$ cat src/usb_port_regs_pkg.sv
// Purpose: Shared offsets, field positions and reset values for the
//          port status register bank.
// Assumes: Byte addresses relative to the operational register base.
// Notes:   Every field position used by more than one place lives here.
`default_nettype none

package usb_port_regs_pkg;

    // Register offsets
    localparam logic [11:0] CONTEXT_PTR_OFFSET = 12'h030;
    localparam logic [11:0] CONFIG_OFFSET      = 12'h038;
    localparam logic [11:0] PORT_BASE_OFFSET   = 12'h400;
    localparam logic [11:0] PORT_STRIDE        = 12'h010;

    // Context array pointer field
    localparam int unsigned CONTEXT_PTR_LSB = 6;

    // Slot count field width
    localparam int unsigned SLOT_COUNT_WIDTH = 8;

    // Port status field positions
    localparam int unsigned WARM_RESET_BIT     = 31;
    localparam int unsigned REMOVABLE_BIT      = 30;
    localparam int unsigned WAKE_OVC_BIT       = 27;
    localparam int unsigned WAKE_DISC_BIT      = 26;
    localparam int unsigned WAKE_CONN_BIT      = 25;
    localparam int unsigned CHG_MSB            = 23;
    localparam int unsigned CHG_LSB            = 17;
    localparam int unsigned LINK_STROBE_BIT    = 16;
    localparam int unsigned INDICATOR_LSB      = 14;
    localparam int unsigned SPEED_LSB          = 10;
    localparam int unsigned POWER_BIT          = 9;
    localparam int unsigned LINK_STATE_LSB     = 5;
    localparam int unsigned PORT_RESET_BIT     = 4;
    localparam int unsigned OVERCURRENT_BIT    = 3;
    localparam int unsigned ENABLED_BIT        = 1;
    localparam int unsigned CONNECTED_BIT      = 0;

    // Change flag order inside the seven-bit change group, high to low
    localparam int unsigned CHG_CONFIG_ERR = 6;
    localparam int unsigned CHG_LINK       = 5;
    localparam int unsigned CHG_RESET      = 4;
    localparam int unsigned CHG_OVC        = 3;
    localparam int unsigned CHG_WARM       = 2;
    localparam int unsigned CHG_ENABLE     = 1;
    localparam int unsigned CHG_CONNECT    = 0;

    // Reset values
    localparam logic [31:0] PORT_RESET_VALUE   = 32'h0000_02A0;
    localparam logic [3:0]  LINK_STATE_RESET   = 4'h5;
    localparam logic [7:0]  SLOT_COUNT_RESET   = 8'h00;
    localparam logic [25:0] CONTEXT_PTR_RESET  = 26'h000_0000;
    localparam logic [1:0]  INDICATOR_RESET    = 2'h0;
    localparam logic [2:0]  WAKE_RESET         = 3'h0;
    localparam logic [6:0]  CHG_RESET_VALUE    = 7'h00;

endpackage : usb_port_regs_pkg

`default_nettype wire

$ cat src/usb_host_port_status_regs.sv
// Purpose: Operational registers for the context array pointer, slot
//          count and per-port status and control of a USB host controller.
// Assumes: Single 10 MHz clock; word-wide register accesses only.
// Notes:   reset_n is the power-on reset; globalResetIn is the global
//          reset pin; hcReset is the ordinary controller reset.
//          Sticky port state ignores hcReset on purpose.
//
// Contract
// - Context pointer bits 31:6, low bits zero
// - Slot count byte at 38h, resets zero
// - One port register per port, 400h stride 10h
// - Port register resets to 2A0h, plus bit30 on removable ports
// - Warm-reset bits live only on USB3 ports
// - Bit 30 reads the inverse of the per-port non-removable setting
// - Wake enables for overcurrent, disconnect, connect
// - Change flags 23..17 set by events, write-one-clear
// - Link strobe bit 16 always reads zero
// - Indicator field stored, drives nothing
// - Sticky bits cleared only by global/power-on reset
// - Reserved bits ignore writes, read zero
`default_nettype none

module usb_host_port_status_regs
    import usb_port_regs_pkg::*;
#(
    parameter int unsigned             NUM_PORTS      = 4,
    parameter logic [NUM_PORTS-1:0]    USB3_PORT_MASK = {NUM_PORTS{1'b1}}
) (
    input  wire logic                   clk,
    input  wire logic                   reset_n,
    input  wire logic                   globalResetIn,
    input  wire logic                   hcReset,
    input  wire logic [11:0]            regAddr,
    input  wire logic                   regWrite,
    input  wire logic                   regRead,
    input  wire logic [31:0]            regWdata,
    output var  logic [31:0]            regRdata,
    output var  logic                   regReadValid,
    input  wire logic [NUM_PORTS-1:0]   connectedNow,
    input  wire logic [NUM_PORTS-1:0]   overcurrentPin,
    input  wire logic [NUM_PORTS*4-1:0] linkStateIn,
    input  wire logic [NUM_PORTS-1:0]   linkStateEvent,
    input  wire logic [NUM_PORTS-1:0]   configErrorEvent,
    input  wire logic [NUM_PORTS-1:0]   portDisableEvent,
    input  wire logic [NUM_PORTS-1:0]   portResetDone,
    input  wire logic [NUM_PORTS-1:0]   warmResetDone,
    input  wire logic [NUM_PORTS*4-1:0] portSpeedIn,
    input  wire logic [NUM_PORTS-1:0]   nonremovableCfg,
    output var  logic [31:0]            contextArrayPtr,
    output var  logic [7:0]             slotsEnabled,
    output var  logic [NUM_PORTS-1:0]   portPowerOn,
    output var  logic [NUM_PORTS-1:0]   portResetReq,
    output var  logic [NUM_PORTS-1:0]   warmResetReq,
    output var  logic [NUM_PORTS-1:0]   linkStateWrite,
    output var  logic [NUM_PORTS*4-1:0] linkStateTarget,
    output var  logic [NUM_PORTS-1:0]   wakeOvercurrentEn,
    output var  logic [NUM_PORTS-1:0]   wakeDisconnectEn,
    output var  logic [NUM_PORTS-1:0]   wakeConnectEn
);

    // Address match for one port register
    function automatic logic isPortAddr(input logic [11:0] addr,
                                        input int unsigned idx);
        return addr == 12'(PORT_BASE_OFFSET + PORT_STRIDE * idx);
    endfunction : isPortAddr

    logic                    globalClear;
    logic [NUM_PORTS-1:0]    overcurrentNow;
    logic [25:0]             contextPtrField;
    logic [7:0]              slotCount;
    logic [NUM_PORTS-1:0]    portEnabled;
    logic [NUM_PORTS-1:0]    connectedPrev;
    logic [NUM_PORTS-1:0]    overcurrentPrev;
    logic [NUM_PORTS-1:0]    portWrite;
    logic [NUM_PORTS-1:0]    portReadHit;
    logic [NUM_PORTS-1:0][6:0]  changeFlags;
    logic [NUM_PORTS-1:0][1:0]  indicatorCtrl;
    logic [NUM_PORTS-1:0][3:0]  linkState;
    logic [NUM_PORTS-1:0][31:0] portValue;
    logic [31:0]             next_readData;

    // Global reset pin comes from outside the clock domain
    bit_sync #(
        .WIDTH (1)
    ) globalResetSync (
        .clk     (clk),
        .reset_n (reset_n),
        .asyncIn (globalResetIn),
        .syncOut (globalClear)
    );

    // Overcurrent detectors are board pins
    bit_sync #(
        .WIDTH (NUM_PORTS)
    ) overcurrentSync (
        .clk     (clk),
        .reset_n (reset_n),
        .asyncIn (overcurrentPin),
        .syncOut (overcurrentNow)
    );

    // Write decode for the shared registers
    // Misaligned offsets never match, so such writes drop
    wire contextPtrWrite = regWrite && (regAddr == CONTEXT_PTR_OFFSET);
    wire configWrite     = regWrite && (regAddr == CONFIG_OFFSET);

    // Non-sticky registers: ordinary reset clears them too
    always_ff @(posedge clk or negedge reset_n) begin
        if (!reset_n) begin
            contextPtrField <= CONTEXT_PTR_RESET;
            slotCount       <= SLOT_COUNT_RESET;
        end else if (globalClear || hcReset) begin
            contextPtrField <= CONTEXT_PTR_RESET;
            slotCount       <= SLOT_COUNT_RESET;
        end else begin
            if (contextPtrWrite) begin
                contextPtrField <= regWdata[31:CONTEXT_PTR_LSB];
            end
            if (configWrite) begin
                slotCount <= regWdata[SLOT_COUNT_WIDTH-1:0];
            end
        end
    end

    // Low pointer bits are hardwired zero
    assign contextArrayPtr = {contextPtrField, 6'h00};
    assign slotsEnabled    = slotCount;

    // Previous status levels for change detection, power-on reset only
    // Seeded low, so a port live at power-up flags once
    always_ff @(posedge clk or negedge reset_n) begin
        if (!reset_n) begin
            connectedPrev   <= '0;
            overcurrentPrev <= '0;
        end else begin
            connectedPrev   <= connectedNow;
            overcurrentPrev <= overcurrentNow;
        end
    end

    // One register set per implemented port
    for (genvar p = 0; p < NUM_PORTS; p++) begin : gPort
        wire        usb3      = USB3_PORT_MASK[p];
        wire        wr        = portWrite[p];
        wire [31:0] wd        = regWdata;
        wire        strobeWr  = wr && wd[LINK_STROBE_BIT];
        wire [3:0]  linkIn    = linkStateIn[p*4 +: 4];
        wire [3:0]  speedIn   = portSpeedIn[p*4 +: 4];

        // Reset completion, a start in the same cycle wins
        // A done pulse with nothing pending is ignored
        wire resetFinish = portResetReq[p] && portResetDone[p];
        wire warmFinish  = usb3 && warmResetReq[p] && warmResetDone[p];
        wire next_reset  = (portResetReq[p] && !portResetDone[p])
                           || (wr && wd[PORT_RESET_BIT]);
        wire next_warm   = usb3 && ((warmResetReq[p] && !warmResetDone[p])
                           || (wr && wd[WARM_RESET_BIT]));

        // Enable comes up after a reset, drops on error or disconnect
        // Disconnect drops enable silently; only a disable event flags it
        wire disableHit  = portEnabled[p] && portDisableEvent[p];
        wire next_enable = (portEnabled[p] && !(wr && wd[ENABLED_BIT])
                           && !portDisableEvent[p] && connectedNow[p])
                           || resetFinish || warmFinish;

        // Event sources for the change group
        wire [6:0] chgSet;
        assign chgSet[CHG_CONFIG_ERR] = usb3 && configErrorEvent[p];
        assign chgSet[CHG_LINK]       = linkStateEvent[p];
        assign chgSet[CHG_RESET]      = resetFinish;
        assign chgSet[CHG_OVC]        = overcurrentNow[p] ^ overcurrentPrev[p];
        assign chgSet[CHG_WARM]       = warmFinish;
        assign chgSet[CHG_ENABLE]     = disableHit;
        assign chgSet[CHG_CONNECT]    = connectedNow[p] ^ connectedPrev[p];

        // Write one clears; a new event in the same cycle survives
        wire [6:0] chgClr   = wr ? wd[CHG_MSB:CHG_LSB] : 7'h00;
        wire [6:0] next_chg = (changeFlags[p] & ~chgClr) | chgSet;

        // Link report from the port overrides a software request
        // so the register never shows a state the link has left
        wire [3:0] next_link = linkStateEvent[p] ? linkIn
                             : strobeWr ? wd[LINK_STATE_LSB +: 4]
                             : linkState[p];

        // Sticky state: only power-on or global reset clears it
        // Controller reset left out so wake setup survives it
        always_ff @(posedge clk or negedge reset_n) begin
            if (!reset_n) begin
                portPowerOn[p]       <= PORT_RESET_VALUE[POWER_BIT];
                linkState[p]         <= LINK_STATE_RESET;
                portResetReq[p]      <= 1'b0;
                warmResetReq[p]      <= 1'b0;
                portEnabled[p]       <= 1'b0;
                changeFlags[p]       <= CHG_RESET_VALUE;
                indicatorCtrl[p]     <= INDICATOR_RESET;
                wakeOvercurrentEn[p] <= WAKE_RESET[2];
                wakeDisconnectEn[p]  <= WAKE_RESET[1];
                wakeConnectEn[p]     <= WAKE_RESET[0];
            end else if (globalClear) begin
                portPowerOn[p]       <= PORT_RESET_VALUE[POWER_BIT];
                linkState[p]         <= LINK_STATE_RESET;
                portResetReq[p]      <= 1'b0;
                warmResetReq[p]      <= 1'b0;
                portEnabled[p]       <= 1'b0;
                changeFlags[p]       <= CHG_RESET_VALUE;
                indicatorCtrl[p]     <= INDICATOR_RESET;
                wakeOvercurrentEn[p] <= WAKE_RESET[2];
                wakeDisconnectEn[p]  <= WAKE_RESET[1];
                wakeConnectEn[p]     <= WAKE_RESET[0];
            end else begin
                portResetReq[p]  <= next_reset;
                warmResetReq[p]  <= next_warm;
                portEnabled[p]   <= next_enable;
                changeFlags[p]   <= next_chg;
                linkState[p]     <= next_link;
                if (wr) begin
                    portPowerOn[p]       <= wd[POWER_BIT];
                    indicatorCtrl[p]     <= wd[INDICATOR_LSB +: 2];
                    wakeOvercurrentEn[p] <= wd[WAKE_OVC_BIT];
                    wakeDisconnectEn[p]  <= wd[WAKE_DISC_BIT];
                    wakeConnectEn[p]     <= wd[WAKE_CONN_BIT];
                end
            end
        end

        // Request to the link logic, one pulse per strobed write
        // Target holds its last value so the link can re-read it
        always_ff @(posedge clk or negedge reset_n) begin
            if (!reset_n) begin
                linkStateWrite[p]        <= 1'b0;
                linkStateTarget[p*4 +: 4] <= LINK_STATE_RESET;
            end else begin
                linkStateWrite[p] <= strobeWr;
                if (strobeWr) begin
                    linkStateTarget[p*4 +: 4] <= wd[LINK_STATE_LSB +: 4];
                end
            end
        end

        // Read image; reserved bits and the strobe stay zero
        // Live inputs pass through unregistered, same-clock levels, except overcurrent, which comes from the two-stage synchroniser
        assign portValue[p] = {
            warmResetReq[p],
            nonremovableCfg[p] ? 1'b0 : 1'b1,
            2'b00,
            wakeOvercurrentEn[p],
            wakeDisconnectEn[p],
            wakeConnectEn[p],
            1'b0,
            changeFlags[p],
            1'b0,
            indicatorCtrl[p],
            speedIn,
            portPowerOn[p],
            linkState[p],
            portResetReq[p],
            overcurrentNow[p],
            1'b0,
            portEnabled[p],
            connectedNow[p]
        };

        // Address decode per port
        // Offsets past the last port decode to nothing
        assign portWrite[p]   = regWrite && isPortAddr(regAddr, p);
        assign portReadHit[p] = isPortAddr(regAddr, p);
    end : gPort

    // Read selection; unmapped addresses return zero
    // Ports never alias the shared offsets, so order is free
    always_comb begin
        next_readData = 32'h0000_0000;
        if (regAddr == CONTEXT_PTR_OFFSET) begin
            next_readData = {contextPtrField, 6'h00};
        end else if (regAddr == CONFIG_OFFSET) begin
            next_readData = {24'h00_0000, slotCount};
        end
        for (int i = 0; i < NUM_PORTS; i++) begin
            if (portReadHit[i]) begin
                next_readData = portValue[i];
            end
        end
    end

    // Read data registered, valid the cycle after the request
    // A cycle of latency keeps the decode off the bus path
    always_ff @(posedge clk or negedge reset_n) begin
        if (!reset_n) begin
            regRdata     <= 32'h0000_0000;
            regReadValid <= 1'b0;
        end else begin
            regReadValid <= regRead;
            if (regRead) begin
                regRdata <= next_readData;
            end
        end
    end

endmodule : usb_host_port_status_regs

`default_nettype wire

$ cat src/bit_sync.sv
// Purpose: Two flip-flop synchroniser for asynchronous level inputs.
// Assumes: Each bit is an independent slow level.
// Notes:   The first stage feeds only the second stage.
`default_nettype none

module bit_sync #(
    parameter int unsigned WIDTH = 1
) (
    input  wire logic             clk,
    input  wire logic             reset_n,
    input  wire logic [WIDTH-1:0] asyncIn,
    output var  logic [WIDTH-1:0] syncOut
);

    logic [WIDTH-1:0] firstStage;

    // Two stages to let metastability settle
    always_ff @(posedge clk or negedge reset_n) begin
        if (!reset_n) begin
            firstStage <= '0;
            syncOut    <= '0;
        end else begin
            firstStage <= asyncIn;
            syncOut    <= firstStage;
        end
    end

endmodule : bit_sync

`default_nettype wire

$ cat config.mk
export PLATFORM = sky130hd
export DESIGN_NAME = usb_host_port_status_regs
export DESIGN_NICKNAME = d
export VERILOG_FILES = /design/src/usb_port_regs_pkg.sv /design/src/usb_host_port_status_regs.sv /design/src/bit_sync.sv
export SDC_FILE = /design/constraint.sdc
export NUM_CORES = 1
export LEC_CHECK = 0
export BUFFER_PORTS_ARGS = -buffer_cell sky130_fd_sc_hd__buf_2
export CORE_MARGIN = 3
export CORE_UTILIZATION = 30
export CTS_CLUSTER_SIZE = 10
export DETAILED_ROUTE_END_ITERATION = 12
export GPL_TIMING_DRIVEN = 0
export PLACE_DENSITY = 0.49
export SLEW_MARGIN = 25
export SYNTH_ARGS = -nofsm -noshare
export SYNTH_HDL_FRONTEND = slang
export SYNTH_HIERARCHICAL = 1
export SYNTH_SLANG_ARGS = --single-unit
$ cat constraint.sdc
create_clock -name clk -period 3 [get_ports clk]
set_input_delay 0.3 -clock clk [delete_from_list [all_inputs] [get_ports clk]]
set_output_delay 0.3 -clock clk [all_outputs]
set_load 0.01 [all_outputs]
== After elaboration in Yosys (flattened, before gate mapping) ==
Cells that the tools add are included.
Cells by class
  equality and inequality tests: 6
  multiplexer cells: 86
  bitwise operators: 20
  reductions and logical operators: 97
Operators by type and width (number)
  two-way mux 32 bit: 5
  two-way mux 7 bit: 8
  logical AND 1 bit: 54
  two-way mux 26 bit: 2
  == test 12 x 11 -> 1 bit (second input constant): 4
  two-way mux 1 bit: 48
  two-way mux 4 bit: 12
  AND 7 bit: 4
  NOT 7 bit: 4
  OR 7 bit: 4
  == test 12 x 6 -> 1 bit (second input constant): 2
  two-way mux 8 bit: 3
  logical OR 1 bit: 17
  logical NOT 1 bit: 16
  two-way mux 2 bit: 8
  nonzero test 2 bit: 6
  nonzero test 3 bit: 4
  bitwise XOR 1 bit: 8
Word-level totals
  register bits: 185
  output and inout bits: 117
  logic and storage cells: 267

== Depth between registers and ports, before layout ==
  word-level depth: 10
  depth in mapped cells: 7

== Hierarchy ==
The synthesis kept the hierarchy.
Modules (own cells, without submodules)
  usb_host_port_status_regs: instances 1, cells an instance 874, area each 8381.8 µm², sequential area each 4404.2 µm²
  bit_sync at overcurrentSync: instances 1, cells an instance 8, area each 200.2 µm², sequential area each 200.2 µm²
  bit_sync at globalResetSync: instances 1, cells an instance 2, area each 50.0 µm², sequential area each 50.0 µm²

== Worst setup path before layout ==
Ideal clock, no wire load.
  path kind: input to register
  from: input regAddr[1]
  to: register linkState[10] (netlist bit)
  arrival time: 1.899 ns
  slack: 1.013 ns
  stages: 5
  path through: or4_1 -> buf_2 -> or4_1 -> buf_2 -> a221oi_2
Between the ends
  word-level cells in the longest chain between the ends: 4
Ends and longest elaborated chain
  start, declared: RTL line usb_host_port_status_regs.sv:33  | input wire logic [11:0] regAddr,
  == test 12 x 11 -> 1 bit: RTL line usb_host_port_status_regs.sv:64  | return addr == 12'(PORT_BASE_OFFSET + PORT_STRIDE * idx);
  logical AND 1 bit: RTL line usb_host_port_status_regs.sv:266  | assign portWrite[p] = regWrite && isPortAddr(regAddr, p);
  logical AND 1 bit: RTL line usb_host_port_status_regs.sv:146  | wire strobeWr = wr && wd[LINK_STROBE_BIT];
  nonzero test 3 bit (no source line)
  end signal, assigned by index: RTL line usb_host_port_status_regs.sv:216  | linkState[p] <= next_link;
  end, declared: RTL line usb_host_port_status_regs.sv:78  | logic [NUM_PORTS-1:0][3:0] linkState;
Every way passes these cells.
A chain may end at the register's enable or synchronous reset.

== Worst setup path in the final report ==
  from: input regAddr[9]
  to: register contextPtrField[3]
Between the ends
  word-level cells in the longest chain between the ends: 3
Ends and longest elaborated chain
  == test 12 x 6 -> 1 bit: RTL line usb_host_port_status_regs.sv:104  | wire contextPtrWrite = regWrite && (regAddr == CONTEXT_PTR_OFFSET);
  logical AND 1 bit: RTL line usb_host_port_status_regs.sv:104
  nonzero test 2 bit (no source line)
  end signal, assigned: RTL line usb_host_port_status_regs.sv:117  | contextPtrField <= regWdata[31:CONTEXT_PTR_LSB];
  end, declared: RTL line usb_host_port_status_regs.sv:69  | logic [25:0] contextPtrField;
Every way passes these cells.

==> tab_implementation.tex <==
\begin{tabular}{lr}
\hline
Metric & Value \\
\hline
\multicolumn{2}{l}{\textbf{Outcome}} \\
\quad Result of the run & completed \\
\multicolumn{2}{l}{\textbf{Setup path}} \\
\quad Category of the worst setup path launch point & input port \\
\quad Crit Path Class & in2reg \\
\quad Largest fanout on the critical path & 10 \\
\quad Data required time at the worst endpoint & 3.32 ns \\
\quad Slowest cell on the critical path & nor4\_1 \\
\quad Data arrival time at the worst-slack endpoint & 3.08 ns \\
\quad Kind of end point of the critical path & register \\
\quad CP cell instances & buf\_2, nor4\_1, nand4\_1, nor2b\_1, clkbuf\_1, clkdlybuf4s15\_1, a22o\_1 \\
\quad Longest individual stage delay on the worst path & 0.88 ns \\
\multicolumn{2}{l}{\textbf{Synth}} \\
\quad Yosys warns & 6 \\
\quad Mapped Cells & 884 \\
\quad Syn avg cell area & 9.76 um2 \\
\quad Sequential-to-total area share from yosys stat & 0.539 \\
\quad Fraction of synthesis flops using an asynchronous set or reset pin & 1.00 \\
\quad Top flip-flop cell by instance count after synthesis & dfrtp\_1 \\
\quad Count of distinct cell types in the synthesized netlist & 57 \\
\quad Number of flops mapped to enable cells by yosys & 0 \\
\quad Flip-flop and latch count after synthesis & 185 \\
\quad Area of the mapped netlist & 8630 um2 \\
\multicolumn{2}{l}{\textbf{STA}} \\
\quad Final critical path time including I/O delays and setup & 2.75 ns \\
\quad Post-route fraction of the period consumed by the critical path & 0.917 \\
\quad Final Hold Violating Endpoints & 0 \\
\quad Sum Neg Setup Slack & 0 ns \\
\quad Transition at the pin with the smallest max-transition slack & 1.06 ns \\
\quad Slew Viols, Final & 0 \\
\quad Final-report setup violation count & 0 \\
\quad Final clock skew & 0.0109 ns \\
\quad Peak clock frequency supported by timing & 363 MHz \\
\quad RSZ-0062 raised after global routing & no \\
\quad Slew HR & 0.289 \\
\multicolumn{2}{l}{\textbf{Cells and area}} \\
\quad Final nets & 1251 \\
\quad Layout overhead on the synthesized area & 26.7\% \\
\quad Non-filler cells in the finished layout & 1529 \\
\quad Fraction of final layout cells sized beyond drive strength 1 & 0.268 \\
\quad Filler cell count & 2967 \\
\multicolumn{2}{l}{\textbf{Clock network}} \\
\quad H-tree level count & 4 \\
\quad TritonCTS clock tree & yes \\
\quad Number of clock sinks & 185 \\
\quad Maximum number of buffers from clock root to sink & 2 \\
\quad Clock transition at the registers of the reported paths & 0.07 ns \\
\quad Cell at the root of the clock tree & clkbuf\_16 \\
\quad Clock Latency Late Sink & 0.44 ns \\
\quad Count of buffers added by post-CTS timing repair for setup & 0 \\
\quad TritonCTS buffer count & 17 \\
\multicolumn{2}{l}{\textbf{Placed design}} \\
\quad DP Cell Count & 1491 \\
\quad Count of input and output buffers & 222 \\
\quad Routability congestion estimate & 0.910 \\
\quad Detail Placement HPWL & 25.6 mm \\
\multicolumn{2}{l}{\textbf{Worst hold path}} \\
\quad Hold crit path type & in2reg \\
\multicolumn{2}{l}{\textbf{Global route}} \\
\quad Number of antenna violations at the first check in global routing & 4 \\
\quad Wire length of the first global-routing pass & 52.2 mm \\
\quad Pin count of the biggest net entering global routing & 86 \\
\quad Total Routing Usage GR & 0.228 \\
\quad Overall overflow remaining after global route & 0 \\
\quad Via count of the first global-routing pass & 8132 \\
\multicolumn{2}{l}{\textbf{Pwr}} \\
\quad Static Leakage & 5.03 nW \\
\quad Internal Pwr Total & 3.90 mW \\
\quad Proportion of total power due to net switching & 0.259 \\
\quad Fraction of power consumed by the clock network & 0.425 \\
\quad Combinational group share of total power & 0.087 \\
\quad Net Switching & 1.36 mW \\
\quad Power per standard cell area & 481 nW/um2 \\
\quad Worst voltage drop across the vdd grid & 304 uV \\
\quad Sequential fraction of design power & 0.488 \\
\multicolumn{2}{l}{\textbf{Drt}} \\
\quad DRT Wirelength & 35.4 mm \\
\quad Remaining DRCs & 0 \\
\quad WL per Instance & 23.2 um \\
\quad Drt via density & 5.24 \\
\quad Via count & 8011 \\
\quad Final ANT Viol Nets & 0 \\
\quad First-iteration detailed-routing DRC count & 563 \\
\quad Number of iterations in the first detailed-routing pass & 5 \\
\multicolumn{2}{l}{\textbf{Floorplanning}} \\
\quad Initial core utilization & 0.307 \\
\quad Die Span Y & 176 um \\
\quad Die Outline Area & 30800 um2 \\
\quad Floorplan die width & 176 um \\
\quad Number of placed I/O pins & 231 \\
\quad FP Rows & 61 \\
\quad Area of the core region & 28100 um2 \\
\multicolumn{2}{l}{\textbf{Run}} \\
\quad Number of violations of the max-capacitance limit & 0 \\
\hline
\end{tabular}
[path summary, 6_finish.rpt]
path | slack, ns | depth (start not counted) | start | end
max | 0.25 | 7 | regAddr[9] | contextPtrField[3]$_DFFE_PN0P_
min | 0.02 | 1 | connectedNow[0] | connectedPrev[0]$_DFF_PN0_
max reg2reg | 0.30 | 6 | globalResetSync/syncOut$_DFF_PN0_ | contextPtrField[3]$_DFFE_PN0P_
min reg2reg | 0.35 | 0 | globalResetSync/firstStage$_DFF_PN0_ | globalResetSync/syncOut$_DFF_PN0_
max in group asynchronous | 1.88 | 3 | reset_n | linkState[6]$_DFFE_PN1P_
min in group asynchronous | 0.35 | 2 | reset_n | regRdata[12]$_DFFE_PN0P_
[area by class of cell]
cell class,count,area [um2],share of cell area
Buffer,72,312,0.0285
Sequential cell,185,4650,0.425
Tap cell,378,473,0.0432
Antenna cell,2,5.00,0.000458
Timing Repair Buffer,230,1240,0.113
Clock inverter,10,95.1,0.00869
Inverter,23,86.3,0.00789
Clock buffer,21,470,0.0430
Multi-Input combinational cell,608,3610,0.330
[synthesized netlist by cell type, types with 11 or more instances]
cell type,n,area [um2]
a22o_1,26,228
a22oi_1,22,165
dfstp_2,20,526
clkbuf_1,54,203
nor2b_1,56,350
nor3_1,23,115
o21ai_1,18,90.1
nand3_1,16,80.1
dfrtp_1,165,4130
o21ai_0,52,260
nand2_1,94,353
nand2b_1,11,68.8
a21oi_1,63,315
a31oi_1,30,188
inv_1,23,86.3
nor2_1,57,214
mux2i_1,11,110
o2bb2ai_1,17,149
[layout by cell type, fill, tap and decap left out, types with 23 or more instances in the layout]
master,Yosys,routed
nand2_1,94,94
buf_2,10,231
o21ai_0,52,52
inv_1,23,23
a21oi_1,63,63
clkbuf_1,54,53
nor2b_1,56,56
dfrtp_1,165,165
nor2_1,57,57
nor3_1,23,23
a31oi_1,30,30
a22o_1,26,26
[power groups by stage]
stage,sequential [mW],clock (mW),combinational [mW]
after floorplan,2.61,0,0.178
after global routing,2.57,2.37,0.500
final,2.57,2.23,0.456
after CTS,2.57,2.27,0.457
after global placement,2.61,0,0.439
after detailed placement,2.61,0,0.451
[critical path, delay by kind of cell]
kind / cells / cell delay (ns)
AND/OR/NAND/NOR: 3 / 1.36
AO/OA/AOI/OAI: 1 / 0.42
buffers and inverters: 3 / 0.98
[state kept, by name, indices dropped and copies added, names as in the netlist]
name and flops:
portEnabled 4, regReadValid 1, globalResetSync/syncOut 1, wakeConnectEn 4
overcurrentSync/syncOut 4, connectedPrev 4, warmResetReq 4, overcurrentSync/firstStage 4
overcurrentPrev 4, contextPtrField 26, regRdata 32, indicatorCtrl 8
wakeOvercurrentEn 4, wakeDisconnectEn 4, slotsEnabled 8, globalResetSync/firstStage 1
portResetReq 4, portPowerOn 4, linkState 16, linkStateWrite 4
linkStateTarget 16, changeFlags 28
[cells by family (layout without fill, tap and decap cells)]
kind of cell,Yosys count,in the layout,synth area share
buf+inv,96,356,0.0458
simple gates,311,311,0.186
compound gates,266,266,0.200
mux,17,17,0.0206
other cells,1,8,0.000434
flops,185,185,0.539
xor+xnor,8,8,0.00812
[per-stage QoR]
stage                     worst slack, ns  hold WS [ns]  power, mW   util  area [um2]
after global placement              -1.70         0.333       3.05  0.364       10200
after detailed placement           -0.100         0.237       3.06  0.367       10300
final                               0.248        0.0199       5.26  0.389       10900
after global routing                0.158        0.0141       5.44  0.389       10900
after CTS                          0.0651       0.00600       5.29  0.389       10900
after floorplan                      1.01       0.00441       2.78      -        8650
[metal layers]
metal  GRT usage  wire [um]  share of wire
met5           0         27        0.00076
met1       0.315      15900           0.45
met3      0.0482       2450          0.069
met2       0.351      16000           0.45
met4      0.0858       1040          0.029
[what timing repair did]
item	CTS	global route
gates resized for setup	0	2
hold endpoints to repair	49	0
endpoints found under the setup margin	0	10
hold buffers	6	0
Note: power is estimated with default switching activity, not from simulation.
